`src/hw/unavail_pkg_dummy_guard.sv`:
```
`timescale 1ns/100ps
`default_nettype none
`default_nettype wire

```
`src/hw/unavail_pkg.sv`:
```
package unavail_pkg;
  localparam int CNT_W = 32;
  localparam int SEC_W = 16;
  localparam int RUN_W = 4;
  localparam int NUM_CH = 2;
  localparam int CH_PATH = 0;
  localparam int CH_VTRIB = 1;
  localparam logic [RUN_W-1:0] RUN_LIMIT = 4'hA;
  localparam logic [SEC_W-1:0] PATH_PV_LIMIT = 16'h002C;
  localparam logic [SEC_W-1:0] VTRIB_BIP_LIMIT = 16'h0258;
  localparam logic [CNT_W-1:0] RETRO_SECONDS = 32'h0000000A;
  localparam logic [CNT_W-1:0] CNT_RESET = 32'h00000000;
  localparam logic [SEC_W-1:0] SEC_RESET = 16'h0000;
  localparam logic [RUN_W-1:0] RUN_RESET = 4'h0;
endpackage : unavail_pkg

```
`src/hw/unavailable_seconds_monitor.sv`:
```
// What this block does
// - Counts each one-second interval during which the path is unavailable.
// - Declares the path unavailable after ten back-to-back severely errored path seconds.
// - On that declaration the ten triggering seconds are added to the unavailable count.
// - An unavailable path returns to available only after ten back-to-back clean seconds.
// - On that return the ten clean seconds are taken back out of the unavailable count.
// - Ten severe tributary seconds make a tributary unavailable; each such second counts.
// - A tributary path stays unavailable until ten back-to-back non-severe seconds pass.
// - Uncorrectable decoder words on the trunk are counted over each monitoring interval.
// - A packet with both delimiters and no errored code group bumps the good packet count.
// - A path second is severe on over 44 parity violations or a frame or alarm defect.
// - A tributary second is severe on 600 or more parity errors, alarm or pointer loss.
`timescale 1ns/100ps
`default_nettype none
module unavailable_seconds_monitor
  import unavail_pkg::*;
#(
  parameter int CW = CNT_W
) (
  input wire logic mclk_in,
  input wire logic rstn_in,
  input wire logic tick_1s_in,
  input wire logic interval_end_in,
  input wire logic path_parity_viol_in,
  input wire logic path_sef_defect_in,
  input wire logic path_ais_defect_in,
  input wire logic vtrib_bip_err_in,
  input wire logic vtrib_ais_defect_in,
  input wire logic vtrib_lop_defect_in,
  input wire logic fec_uncorrectable_in,
  input wire logic pkt_start_delim_in,
  input wire logic pkt_end_delim_in,
  input wire logic pkt_code_err_in,
  output logic [CW-1:0] path_unavail_seconds_out,
  output logic [CW-1:0] vtrib_unavail_seconds_out,
  output logic [CW-1:0] fec_uncorrectable_count_out,
  output logic [CW-1:0] good_packet_count_out,
  output logic path_unavailable_out,
  output logic vtrib_unavailable_out,
  output logic path_severe_err_second_out,
  output logic vtrib_severe_err_second_out
);

  typedef struct packed {
    logic [NUM_CH-1:0] unavail;
    logic [NUM_CH-1:0][RUN_W-1:0] run;
    logic [NUM_CH-1:0][CW-1:0] uas;
    logic [NUM_CH-1:0] ses_last;
    logic [SEC_W-1:0] path_pv;
    logic path_def;
    logic [SEC_W-1:0] vt_bip;
    logic vt_def;
    logic [CW-1:0] fec;
    logic [CW-1:0] good_packet_count;
    logic in_pkt;
    logic pkt_err;
  } state_s;

  state_s st;
  state_s next_st;
  logic [SEC_W-1:0] pv_now;
  logic [SEC_W-1:0] bip_now;
  logic [NUM_CH-1:0] sev;

  // per-second event counts saturate so a burst cannot wrap below a threshold
  always_comb begin
    pv_now = st.path_pv;
    if (path_parity_viol_in && st.path_pv != {SEC_W{1'b1}}) begin
      pv_now = st.path_pv + 16'h0001;
    end
    bip_now = st.vt_bip;
    if (vtrib_bip_err_in && st.vt_bip != {SEC_W{1'b1}}) begin
      bip_now = st.vt_bip + 16'h0001;
    end
    sev[CH_PATH] = (pv_now > PATH_PV_LIMIT) || st.path_def || path_sef_defect_in
                   || path_ais_defect_in;
    sev[CH_VTRIB] = (bip_now >= VTRIB_BIP_LIMIT) || st.vt_def || vtrib_ais_defect_in
                    || vtrib_lop_defect_in;
  end

  always_comb begin
    logic [CW-1:0] base;
    logic [RUN_W-1:0] run_inc;
    base = CNT_RESET;
    run_inc = RUN_RESET;
    next_st = st;
    next_st.path_pv = pv_now;
    next_st.vt_bip = bip_now;
    next_st.path_def = st.path_def | path_sef_defect_in | path_ais_defect_in;
    next_st.vt_def = st.vt_def | vtrib_ais_defect_in | vtrib_lop_defect_in;
    for (int ch = 0; ch < NUM_CH; ch++) begin
      // a boundary keeps only this cycle's contribution, so no second is lost
      base = interval_end_in ? CNT_RESET : st.uas[ch];
      next_st.uas[ch] = base;
      if (tick_1s_in) begin
        next_st.ses_last[ch] = sev[ch];
        run_inc = st.run[ch] + 4'h1;
        if (!st.unavail[ch]) begin
          if (sev[ch]) begin
            next_st.run[ch] = run_inc;
            if (run_inc == RUN_LIMIT) begin
              next_st.unavail[ch] = 1'b1;
              next_st.run[ch] = RUN_RESET;
              next_st.uas[ch] = base + RETRO_SECONDS;
            end
          end else begin
            next_st.run[ch] = RUN_RESET;
          end
        end else begin
          next_st.uas[ch] = base + {{(CW-1){1'b0}}, 1'b1};
          if (!sev[ch]) begin
            next_st.run[ch] = run_inc;
            if (run_inc == RUN_LIMIT) begin
              next_st.unavail[ch] = 1'b0;
              next_st.run[ch] = RUN_RESET;
              // clean seconds may straddle a boundary, so floor at zero
              if (base + {{(CW-1){1'b0}}, 1'b1} > RETRO_SECONDS) begin
                next_st.uas[ch] = base + {{(CW-1){1'b0}}, 1'b1} - RETRO_SECONDS;
              end else begin
                next_st.uas[ch] = CNT_RESET;
              end
            end
          end else begin
            next_st.run[ch] = RUN_RESET;
          end
        end
      end
    end
    if (tick_1s_in) begin
      next_st.path_pv = SEC_RESET;
      next_st.vt_bip = SEC_RESET;
      next_st.path_def = 1'b0;
      next_st.vt_def = 1'b0;
    end
    next_st.fec = (interval_end_in ? CNT_RESET : st.fec)
                  + {{(CW-1){1'b0}}, fec_uncorrectable_in};
    next_st.good_packet_count = interval_end_in ? CNT_RESET : st.good_packet_count;
    if (pkt_start_delim_in) begin
      next_st.in_pkt = 1'b1;
      next_st.pkt_err = pkt_code_err_in;
    end else if (st.in_pkt) begin
      next_st.pkt_err = st.pkt_err | pkt_code_err_in;
      if (pkt_end_delim_in) begin
        next_st.in_pkt = 1'b0;
        if (!(st.pkt_err | pkt_code_err_in)) begin
          next_st.good_packet_count = next_st.good_packet_count + {{(CW-1){1'b0}}, 1'b1};
        end
      end
    end
  end

  always_ff @(posedge mclk_in) begin
    if (!rstn_in) begin
      st <= '0;
    end else begin
      st <= next_st;
    end
  end

  assign path_unavail_seconds_out = st.uas[CH_PATH];
  assign vtrib_unavail_seconds_out = st.uas[CH_VTRIB];
  assign fec_uncorrectable_count_out = st.fec;
  assign good_packet_count_out = st.good_packet_count;
  assign path_unavailable_out = st.unavail[CH_PATH];
  assign vtrib_unavailable_out = st.unavail[CH_VTRIB];
  assign path_severe_err_second_out = st.ses_last[CH_PATH];
  assign vtrib_severe_err_second_out = st.ses_last[CH_VTRIB];

  a_path_enter_unavail: assert property (
    @(posedge mclk_in) disable iff (!rstn_in)
    (tick_1s_in && !st.unavail[CH_PATH] && sev[CH_PATH] && st.run[CH_PATH] == 4'h9)
    |=> st.unavail[CH_PATH])
    else $error("path did not go unavailable on tenth severe second");

  a_path_retro_add: assert property (
    @(posedge mclk_in) disable iff (!rstn_in)
    (!path_unavailable_out ##1 path_unavailable_out && !$past(interval_end_in))
    |-> path_unavail_seconds_out == $past(path_unavail_seconds_out) + RETRO_SECONDS)
    else $error("ten seconds not added on entering unavailable");

  a_path_count_unavail: assert property (
    @(posedge mclk_in) disable iff (!rstn_in)
    (tick_1s_in && st.unavail[CH_PATH] && sev[CH_PATH] && !interval_end_in)
    |=> path_unavail_seconds_out == $past(path_unavail_seconds_out) + 32'h1)
    else $error("unavailable second not counted");

  a_path_exit_avail: assert property (
    @(posedge mclk_in) disable iff (!rstn_in)
    (path_unavailable_out ##1 !path_unavailable_out)
    |-> $past(tick_1s_in) && $past(st.run[CH_PATH]) == 4'h9 && !$past(sev[CH_PATH]))
    else $error("path left unavailable without ten clean seconds");

  a_path_retro_sub: assert property (
    @(posedge mclk_in) disable iff (!rstn_in)
    (path_unavailable_out ##1 !path_unavailable_out && !$past(interval_end_in)
     && $past(path_unavail_seconds_out) >= RETRO_SECONDS)
    |-> path_unavail_seconds_out == $past(path_unavail_seconds_out) + 32'h1 - RETRO_SECONDS)
    else $error("clean seconds not removed on return to available");

  a_vtrib_enter: assert property (
    @(posedge mclk_in) disable iff (!rstn_in)
    (!vtrib_unavailable_out ##1 vtrib_unavailable_out)
    |-> $past(tick_1s_in) && $past(sev[CH_VTRIB]) && $past(st.run[CH_VTRIB]) == 4'h9)
    else $error("tributary unavailable without ten severe seconds");

  a_vtrib_hold: assert property (
    @(posedge mclk_in) disable iff (!rstn_in)
    (tick_1s_in && st.unavail[CH_VTRIB] && sev[CH_VTRIB]) |=> vtrib_unavailable_out)
    else $error("tributary left unavailable after a severe second");

  a_fec_count: assert property (
    @(posedge mclk_in) disable iff (!rstn_in)
    (fec_uncorrectable_in && !interval_end_in)
    |=> fec_uncorrectable_count_out == $past(fec_uncorrectable_count_out) + 32'h1)
    else $error("uncorrectable word not counted");

  a_interval_clear: assert property (
    @(posedge mclk_in) disable iff (!rstn_in)
    (interval_end_in && !pkt_end_delim_in) |=> good_packet_count_out == 32'h0)
    else $error("packet count not cleared at interval end");

  a_path_ses_qual: assert property (
    @(posedge mclk_in) disable iff (!rstn_in)
    (tick_1s_in && path_ais_defect_in) |=> path_severe_err_second_out)
    else $error("alarm defect second not qualified severe");

endmodule : unavailable_seconds_monitor
`default_nettype wire

```
`config.mk`:
```
export PLATFORM = sky130hd
export DESIGN_NAME = unavailable_seconds_monitor
export DESIGN_NICKNAME = d
export VERILOG_FILES = /design/src/hw/unavail_pkg_dummy_guard.sv /design/src/hw/unavail_pkg.sv /design/src/hw/unavailable_seconds_monitor.sv
export SDC_FILE = /design/constraint.sdc
export NUM_CORES = 1
export LEC_CHECK = 0
export BUFFER_PORTS_ARGS = -buffer_cell sky130_fd_sc_hd__buf_2
export CAP_MARGIN = 20
export CORE_UTILIZATION = 40
export CTS_CLUSTER_DIAMETER = 150
export DETAILED_ROUTE_END_ITERATION = 10
export HOLD_SLACK_MARGIN = 0.1
export PLACE_DENSITY_LB_ADDON = 0.2
export RECOVER_POWER = 100
export SKIP_LAST_GASP = 1
export SYNTH_ARGS = -nofsm -noshare
export SYNTH_HDL_FRONTEND = slang
export SYNTH_SLANG_ARGS = --single-unit
```
`constraint.sdc`:
```
create_clock -name mclk_in -period 7.8 [get_ports mclk_in]
set_clock_uncertainty 0.05 [all_clocks]
set_input_delay 1.56 -clock mclk_in [delete_from_list [all_inputs] [get_ports mclk_in]]
set_output_delay 1.56 -clock mclk_in [all_outputs]
set_load 0.02 [all_outputs]
```
* Word-level counts from Yosys, hierarchy flattened *
Index checks and enable logic that the tools add are counted.

word-level totals
  flip-flop bits (word level) = 176
  bits in latches = 0
  memory bits (writable) = 0
  memory bits (read-only) = 0
  logic and storage cells = 93
  memories = 0

operators by class
  add/sub/neg operators = 12
  multipliers = 0
  divide/modulo/power cells = 0
  order comparisons = 4
  equality and inequality tests = 4
  shift operators = 0
  muxes and demuxes = 43
  bitwise gates (word level) = 6
  reductions and logical operators = 10

operators by type and width
  cell                     number
  $mux W32                 20
  $add A32 B1 Y32 const B  3
  $add A32 B4 Y32 const B  2
  $gt A32 B4 Y1 const B    2
  $sub A32 B4 Y32 const B  2
  $mux W34                 1
  $mux W33                 1
  $add A16 B1 Y16 const B  2
  $add A32 B1 Y32          1
  $mux W16                 2
  $mux W4                  8
  $ne A16 B16 Y1 const B   2
  $ge A16 B10 Y1 const B   1
  $gt A16 B6 Y1 const B    1
  $mux W1                  10
  $add A4 B1 Y4 const B    2
  $eq A4 B4 Y1 const B     2
  $logic_or A1 B1 Y1       6
  $or A1 B1 Y1             5
  $logic_and A1 B1 Y1      2
  $mux W2                  1
  $reduce_bool A2 Y1       1
  $reduce_or A2 Y1         1
  $not A1 Y1               1

* Logic depth before layout (Yosys ltp) *
Gate-level depths: netlist of run 1.

  depth in word-level cells = 10
  gate-level depth with buffers = 22

* Least setup slack after synthesis of run 1 *
No wires, ideal clock.

  path kind = input port to flip-flop
  start = input port interval_end_in
  end = register st (netlist bit vtrib_unavail_seconds_out[4])
  library setup time = 0.131 ns
  arrival time = 6.242 ns
  required time = 7.619 ns
  slack = 1.376 ns
  stages on the path = 20
  buffers on the path = 9
  cells stage by stage = buf_2 > buf_4 > buf_4 > buf_4 > buf_2 > buf_2 > buf_1 > clkbuf_1 > nor2b_1 > ha_1 > nand4_1 > nor4_1 > mux2_2 > or4_4 > a2111o_1 > or4_4 > o21a_1 > buf_6 > a221oi_2 > nor3_1

on the way
  cells in the longest elaborated chain, start to end = 8
  elaborated cells on any way between the ends = 12

RTL lines
  what                                              line                                                                                                        text
  start, declared                                   unavailable_seconds_monitor.sv:23                                                                           input wire logic interval_end_in,
  $mux W32 (*)                                      unavailable_seconds_monitor.sv:93                                                                           base = interval_end_in ? CNT_RESET : st.uas[ch];
  $add A32 B1 Y32                                   unavailable_seconds_monitor.sv:110, unavailable_seconds_monitor.sv:117, unavailable_seconds_monitor.sv:118
  $sub A32 B4 Y32 or $gt A32 B4 Y1 (tied branches)  unavailable_seconds_monitor.sv:118, unavailable_seconds_monitor.sv:117
  $mux W32                                          unavailable_seconds_monitor.sv:117                                                                          if (base + {{(CW-1){1'b0}}, 1'b1} > RETRO_SECONDS) begin
  $mux W32                                          unavailable_seconds_monitor.sv:113                                                                          if (run_inc == RUN_LIMIT) begin
  $mux W32                                          unavailable_seconds_monitor.sv:111                                                                          if (!sev[ch]) begin
  $mux W32                                          unavailable_seconds_monitor.sv:98                                                                           if (!st.unavail[ch]) begin
  $mux W32 (*)                                      unavailable_seconds_monitor.sv:95                                                                           if (tick_1s_in) begin
  end signal, assigned                              unavailable_seconds_monitor.sv:156                                                                          st <= next_st;
  end, declared                                     unavailable_seconds_monitor.sv:59                                                                           state_s st;

Every way passes the cells marked *; elsewhere a longest branch is shown, timed or not.
A chain may end at the register's enable or synchronous reset.

* Worst setup path after layout of run 1 *
  start = input port interval_end_in
  end = register st (netlist bit path_unavail_seconds_out[27])

Same word-level chain as after synthesis.

==> results of run 1 <==
[layer usage]
layer | share of wire | wire (microns) | up-vias | track usage
li1 | - | - | 7054 | -
met1 | 0.43 | 21300 | 6967 | 0.342
met2 | 0.46 | 22600 | 659 | 0.414
met3 | 0.073 | 3620 | 114 | 0.0420
met4 | 0.034 | 1690 | 0 | 0.108
met5 | 0 | 0 | - | 0
[sequential cells by signal (all words and copies together) (netlist names), named ones only]
name / cells
fec_uncorrectable_count_out: 32
good_packet_count_out: 32
path_severe_err_second_out: 1
path_unavail_seconds_out: 32
st: 44
vtrib_severe_err_second_out: 1
vtrib_unavail_seconds_out: 32
[stage by stage]
stage / hold WS, ns / cells / utilization
6_report: 0.441 / 2442 / 0.419
3_5_place_dp: 0.431 / 2409 / 0.409
4_1_cts: 0.442 / 2441 / 0.426
3_3_place_gp: 0.409 / 2409 / 0.409
5_1_grt: 0.467 / 2442 / 0.419
2_1_floorplan: 0.400 / 2004 / -
[worst register-to-register path: stages, from the launching register on]
cell,delay [ns]
dfxtp_1,0.51
nand2b_1,0.19
inv_1,0.17
ha_1,0.27
nand4_1,0.27
or4_1,0.67
xnor2_1,0.20
or4_4,0.52
a2111oi_0,0.51
nand4_1,0.51
nor4_2,0.54
xnor2_1,0.20
o22ai_1,0.10
[area by class of cell]
type	count	area share
multi-input cells	1565	0.638
flip-flops and latches	176	0.230
repair buffers	169	0.0459
well taps	468	0.0382
clock buffers	19	0.0295
clock inverters	13	0.0110
inverters	32	0.00783
[cell usage after synthesis (8+ instances only)]
cell	count	area (sq um)
a211oi_1	25	188
a21oi_1	60	300
a22oi_1	8	60.1
a31oi_1	18	113
and2_1	25	156
and3_1	40	250
and4_1	18	158
and4b_1	12	120
buf_1	10	37.5
buf_2	25	125
buf_4	133	998
clkbuf_1	61	229
dfxtp_1	176	3520
ha_1	17	213
inv_1	28	105
mux2_2	13	146
mux2i_1	25	250
nand2_1	184	691
nand2b_1	28	175
nand3_1	104	521
nand3b_1	12	90.1
nand4_1	75	469
nor2_1	220	826
nor2b_1	50	313
nor3_1	67	335
nor4_1	59	369
o211ai_1	10	75.1
o21a_1	15	113
o21ai_0	70	350
o22ai_1	20	125
o31ai_1	17	128
or2_2	15	93.8
or3_1	34	213
or4_1	21	158
xnor2_1	98	858
xor2_1	70	613
[worst min-delay path by stage]
stage | to | slack, ns
after global placement | st[0]$_SDFFE_PN0P_ | 0.41
after detailed placement | vtrib_severe_err_second_out$_SDFFE_PN0P_ | 0.43
after CTS | vtrib_severe_err_second_out$_SDFFE_PN0P_ | 0.44
final | st[85]$_SDFF_PP0_ | 0.44
after global routing | vtrib_severe_err_second_out$_SDFFE_PN0P_ | 0.47
after floorplan | st[0]$_SDFFE_PN0P_ | 0.40
[power groups by stage]
stage / clock network (W) / registers [W] / logic, W
after floorplan: 0 / 0.000932 / 0.0000827
after global placement: 0 / 0.000935 / 0.000117
after detailed placement: 0 / 0.000935 / 0.000120
after CTS: 0.000963 / 0.000914 / 0.000120
after global routing: 0.000999 / 0.000916 / 0.000127
final: 0.000945 / 0.000914 / 0.000116
[cell families after synthesis]
kind of cell	count (synthesis)
AO/OA/AOI/OAI	328
XOR/XNOR	169
adder cells (fa/ha/maj)	17
buffers and inverters	263
flip-flops	176
multiplexers	38
AND/OR/NAND/NOR	1013
==> qor.json, run 1 <==
{
  "synth_top_family_by_area": {"value": "simple AND/OR/NAND/NOR gates"},
  "cts_repair_resize_count": {"value": 0},
  "preCtsSetupSlack": {"value": 1.80, "unit": "ns"},
  "synth.avg_cell_area": {"value": 7.42, "unit": "sq um"},
  "element_type_at_the_critical_path_start": {"value": "input port"},
  "place_congestion": {"value": 0.962},
  "layout_commonest_cell": {"value": "nor2_1"},
  "drt-wirelength-per-cell": {"value": 20.2, "unit": "microns"},
  "area_of_the_multi_input_gates": {"value": 9790, "unit": "sq um"},
  "portion_of_total_power_attributed_to_the_clock_network": {"value": 0.478},
  "layout_worst_path_cycle_share": {"value": 0.850},
  "synth_async_sr_flop_share": {"value": 0},
  "mappedNetlistNets": {"value": 2035},
  "antenna_found_initial": {"value": 0},
  "switching_share": {"value": 0.272},
  "power.ir.vdd_worst": {"value": 0.160, "unit": "mV"},
  "grt_first_pass_wirelength": {"value": 78.2, "unit": "mm"},
  "core": {"value": 36600, "unit": "sq um"},
  "power_density": {"value": 129, "unit": "nW/um^2"},
  "drt_pre_antenna_iters": {"value": 6},
  "critPathKind": {"value": "in -> reg"},
  "ios": {"value": 146},
  "count_of_pins_over_their_slew_limit": {"value": 193},
  "hold_viol": {"value": 0},
  "maximum_number_of_pins_on_one_net_before_global_route_repair": {"value": 68},
  "run_status": {"value": "finished, violations left"},
  "route.detailed.vias_per_inst": {"value": 6.06},
  "io_buffers": {"value": 145},
  "synth_warnings": {"value": 0},
  "failed_checks": {"value": "capacitance limit, slew limit"},
  "timing.final.ws_setup": {"value": 1.17, "unit": "ns"},
  "layout-drive-gt1-share": {"value": 0.0613},
  "power_leakage": {"value": 4.83, "unit": "nW"},
  "seqCellArea": {"value": 3520, "unit": "sq um"},
  "syn-instance-count": {"value": 2004},
  "proportion_of_synthesized_area_in_mux_cells": {"value": 0.0267},
  "timing.reg2reg.worst_path_depth": {"value": 12},
  "worstSetupEndpoint": {"value": "path_unavail_seconds_out[27]$_SDFF_PN0_"},
  "start_util": {"value": 0.406},
  "synth_compound_area_frac": {"value": 0.152},
  "clock_sinks": {"value": 176},
  "worstSkewPairLatency": {"value": 0.47, "unit": "ns"},
  "dieHeight": {"value": 195, "unit": "microns"},
  "die_area": {"value": 37900, "unit": "sq um"},
  "post-layout-total-power": {"value": 0.00198, "unit": "W"},
  "synth_sequential_area_ratio": {"value": 0.237},
  "ys.flop_type": {"value": "dfxtp_1"},
  "power.share.combinational": {"value": 0.059},
  "worstHoldPathType": {"value": "reg -> reg"},
  "core.rowCount": {"value": 70},
  "vias_in_the_first_global_route": {"value": 13800},
  "clk_pin_slew": {"value": 0.07, "unit": "ns"},
  "postPlaceCellArea": {"value": 15000, "unit": "sq um"},
  "route.antenna.remaining_nets": {"value": 0},
  "ys_ff_latch": {"value": 176},
  "r2r_start": {"value": "vtrib_unavail_seconds_out[1]$_SDFF_PN0_"},
  "critical-path-top-delay-family": {"value": "buffers and inverters"},
  "reg2reg_to": {"value": "vtrib_unavail_seconds_out[24]$_SDFF_PN0_"},
  "achievable-frequency": {"value": 0.151, "unit": "GHz"},
  "grt-ovfl-total": {"value": 0},
  "place.detailed.hpwl": {"value": 35.0, "unit": "mm"},
  "detailed_route_drc_error_count": {"value": 0},
  "numCtsBuffers": {"value": 17},
  "holdBufCountCts": {"value": 0},
  "floorplan.die.width": {"value": 195, "unit": "microns"},
  "num_vias": {"value": 14800},
  "post-route-cell-area": {"value": 15300, "unit": "sq um"},
  "synth_xor_area_frac": {"value": 0.101},
  "synth_enable_flop_cells": {"value": 0},
  "worst-path-max-fanout": {"value": 36},
  "setup_violations": {"value": 0},
  "timing.critical_path.depth": {"value": 10},
  "ys_types": {"value": 99},
  "critPathCaptureType": {"value": "register"},
  "hold_depth": {"value": 2},
  "pwr-share-seq": {"value": 0.463},
  "net-switching-power": {"value": 0.000538, "unit": "W"},
  "crit_path_top_delay_cell": {"value": "inv_1"},
  "reg2reg_slack": {"value": 2.84, "unit": "ns"},
  "drt_wl_total": {"value": 49.3, "unit": "mm"},
  "clock_tree.htree_level_count": {"value": 4},
  "rsz_0062_raised_after_global_routing": {"value": "no"},
  "finalSetupTns": {"value": 0, "unit": "ns"},
  "netlist_area": {"value": 14900, "unit": "sq um"},
  "design.final.nets": {"value": 1992},
  "worst-slew-pin-transition": {"value": 3.16, "unit": "ns"},
  "post_synth_fa_ha_maj_area_fraction": {"value": 0.0143},
  "drt_iter0_drc": {"value": 1266},
  "critical_path_buf_inv_count": {"value": 3},
  "area_delta_synth_final": {"value": 3.19, "unit": "%"},
  "critPathLaunch": {"value": "interval_end_in"},
  "antenna-diode-count": {"value": 0},
  "maximum_capacitance_violations": {"value": 5},
  "fillers": {"value": 3926},
  "worst-endpoint-arrival": {"value": 6.95, "unit": "ns"},
  "cell_internal_pwr": {"value": 0.00144, "unit": "W"},
  "max-clock-path-buffers": {"value": 2},
  "hold_start": {"value": "st[85]$_SDFF_PP0_"},
  "final_cell_mix": {"value": "220 x nor2_1, 185 x nand2_1, 176 x dfxtp_1"},
  "grt.total_usage": {"value": 0.258},
  "synth_simple_gate_area_share": {"value": 0.366},
  "worst_ep_required_time": {"value": 8.12, "unit": "ns"},
  "slew_headroom": {"value": -1.11},
  "period_minus_slack": {"value": 6.63, "unit": "ns"},
  "critical_path.cell_chain": {"value": "buf_4 -> clkbuf_1 -> inv_1 -> nand3_1 -> or4_1 -> a21oi_1 -> nor4b_4 -> a31oi_2 -> nand2_1 -> o22ai_1"},
  "cts.root.buffer_cell": {"value": "clkbuf_16"},
  "crit_path_max_incr_delay": {"value": 1.38, "unit": "ns"},
  "cts_setup_buffers": {"value": 0},
  "cts_tree": {"value": "done"}
}
No activity file was read; power rests on OpenSTA's default activity.
==> run 2, diff against run 1 <==
==> constraint.sdc (replaced) <==
create_clock -name mclk_in -period 6.03 [get_ports mclk_in]
set_clock_uncertainty 0.05 [all_clocks]
set_input_delay 1.206 -clock mclk_in [delete_from_list [all_inputs] [get_ports mclk_in]]
set_output_delay 1.206 -clock mclk_in [all_outputs]
set_load 0.02 [all_outputs]
==> run 2 against run 1 <==
Against the previous run: the run still ends with capacitance limit, slew limit left; combinational power up 33%; power up 24%; routed wire length up 1.1%; largest power group is now sequential cells.
==> qor.json, run 2 (synthesized netlist as in run 1, its figures left out) <==
{
  "cts_tree": {"value": "done"},
  "run_status": {"value": "finished, violations left"},
  "rsz_0062_raised_after_global_routing": {"value": "no"},
  "worst-endpoint-arrival": {"value": 5.67, "unit": "ns"},
  "worstHoldPathType": {"value": "reg -> reg"},
  "design.final.nets": {"value": 1997},
  "drt_pre_antenna_iters": {"value": 6},
  "drt_iter0_drc": {"value": 1313},
  "layout_worst_path_cycle_share": {"value": 0.909},
  "r2r_start": {"value": "vtrib_unavail_seconds_out[1]$_SDFF_PN0_"},
  "cts_repair_resize_count": {"value": 0},
  "fillers": {"value": 3959},
  "failed_checks": {"value": "capacitance limit, slew limit"},
  "critPathKind": {"value": "in -> reg"},
  "reg2reg_to": {"value": "vtrib_unavail_seconds_out[19]$_SDFF_PN0_"},
  "count_of_pins_over_their_slew_limit": {"value": 219},
  "clk_pin_slew": {"value": 0.07, "unit": "ns"},
  "period_minus_slack": {"value": 5.48, "unit": "ns"},
  "hold_slack": {"value": 0.428, "unit": "ns"},
  "worstHoldEndpoint": {"value": "st[0]$_SDFFE_PN0P_"},
  "start_util": {"value": 0.406},
  "place_congestion": {"value": 0.982},
  "maximum_capacitance_violations": {"value": 6},
  "io_buffers": {"value": 145},
  "final_cell_mix": {"value": "220 x nor2_1, 184 x nand2_1, 176 x dfxtp_1"},
  "worst_ep_required_time": {"value": 6.22, "unit": "ns"},
  "antenna_found_initial": {"value": 0},
  "drt-wirelength-per-cell": {"value": 20.4, "unit": "microns"},
  "largest_reg_flops": {"value": 44},
  "max-clock-path-buffers": {"value": 2},
  "max_flop_register": {"value": "st"},
  "worst-slew-pin-transition": {"value": 2.67, "unit": "ns"},
  "detailed_route_drc_error_count": {"value": 0},
  "route.detailed.vias_per_inst": {"value": 6.02},
  "achievable-frequency": {"value": 0.182, "unit": "GHz"},
  "grt_first_pass_wirelength": {"value": 77.7, "unit": "mm"},
  "grt.total_usage": {"value": 0.259},
  "core": {"value": 36600, "unit": "sq um"},
  "dieHeight": {"value": 195, "unit": "microns"},
  "cts.root.buffer_cell": {"value": "clkbuf_16"},
  "power_density": {"value": 160, "unit": "nW/um^2"},
  "element_type_at_the_critical_path_start": {"value": "input port"},
  "numCtsBuffers": {"value": 17},
  "power_leakage": {"value": 4.83, "unit": "nW"},
  "ios": {"value": 146},
  "area_delta_synth_final": {"value": 3.19, "unit": "%"},
  "antenna-diode-count": {"value": 0},
  "layout_commonest_cell": {"value": "nor2_1"},
  "num_vias": {"value": 14700},
  "clock_tree.htree_level_count": {"value": 4},
  "die_area": {"value": 37900, "unit": "sq um"},
  "worst-path-max-fanout": {"value": 61},
  "maximum_number_of_pins_on_one_net_before_global_route_repair": {"value": 75},
  "cts_setup_buffers": {"value": 0},
  "seqCellArea": {"value": 3520, "unit": "sq um"},
  "power.ir.vdd_worst": {"value": 0.193, "unit": "mV"},
  "grt-ovfl-total": {"value": 0},
  "timing.reg2reg.worst_path_depth": {"value": 12},
  "clock_sinks": {"value": 176},
  "area_of_the_multi_input_gates": {"value": 9790, "unit": "sq um"},
  "worstSkewPairLatency": {"value": 0.45, "unit": "ns"},
  "drt_wl_total": {"value": 49.8, "unit": "mm"},
  "finalSetupTns": {"value": 0, "unit": "ns"},
  "hold_depth": {"value": 2},
  "core.rowCount": {"value": 70},
  "floorplan.die.width": {"value": 195, "unit": "microns"},
  "route.antenna.remaining_nets": {"value": 0},
  "layout-drive-gt1-share": {"value": 0.0637},
  "slew_headroom": {"value": -0.781},
  "reg2reg_slack": {"value": 1.12, "unit": "ns"},
  "hold_start": {"value": "st[0]$_SDFFE_PN0P_"},
  "holdBufCountCts": {"value": 0},
  "vias_in_the_first_global_route": {"value": 13700},
  "hold_viol": {"value": 0},
  "place.detailed.hpwl": {"value": 35.2, "unit": "mm"},
  "critPathCaptureType": {"value": "register"},
  "setup_violations": {"value": 0}
}
==> run 2: metal layers <==
metal / global-route usage / share of wire
met5: 0 / 0
met1: 0.332 / 0.43
met4: 0.122 / 0.039
met2: 0.426 / 0.46
met3: 0.0375 / 0.067
==> run 2: how the worst max path moves through the flow <==
stage,start,end,cells after the start,slack [ns]
global placement,interval_end_in,vtrib_unavail_seconds_out[23]$_SDFF_PN0_,13,0.49
floorplan,interval_end_in,vtrib_unavail_seconds_out[4]$_SDFF_PN0_,20,0.02
CTS,interval_end_in,vtrib_unavail_seconds_out[23]$_SDFF_PN0_,13,0.87
finish,interval_end_in,path_unavail_seconds_out[9]$_SDFF_PN0_,12,0.55
global route,interval_end_in,vtrib_unavail_seconds_out[19]$_SDFF_PN0_,13,0.37
detailed placement,interval_end_in,vtrib_unavail_seconds_out[23]$_SDFF_PN0_,13,0.40
==> run 2: worst max-delay path, cell delays in order <==
cell	delay (ns)
buf_4	0.20
buf_12	0.23
inv_1	0.98
clkbuf_1	0.78
nand2_1	0.23
xnor2_1	0.28
nor4_2	0.39
and3_1	0.45
nand4_1	0.21
clkbuf_1	0.33
nand2_1	0.20
o32ai_1	0.12
==> run 2: stage by stage <==
| stage | setup WS [ns] | power, W | utilization | instance area (sq um) | instances |
|---|---|---|---|---|---|
| 3_5_place_dp | 0.398 | 0.00137 | 0.411 | 15000 | 2415 |
| 3_3_place_gp | 0.486 | 0.00136 | 0.411 | 15000 | 2415 |
| 4_1_cts | 0.872 | 0.00248 | 0.426 | 15600 | 2447 |
| 5_1_grt | 0.365 | 0.00253 | 0.419 | 15300 | 2447 |
| 2_1_floorplan | 0.0152 | 0.00131 | - | 14900 | 2004 |
| 6_report | 0.550 | 0.00245 | 0.419 | 15300 | 2447 |
==> run 2: layout make-up <==
cell class,instances,area share
Timing Repair Buffer,174,0.0494
Sequential cell,176,0.230
Clock buffer,21,0.0300
Tap cell,468,0.0382
Multi-Input combinational cell,1565,0.638
Clock inverter,11,0.00693
Inverter,32,0.00783
==> run 2: power by group <==
part           internal [W]  switching, W  leakage [nW]
clock              0.000593      0.000522         0.258
sequential          0.00117     0.0000129          1.42
combinational     0.0000403      0.000114          3.15
total               0.00180      0.000649          4.83
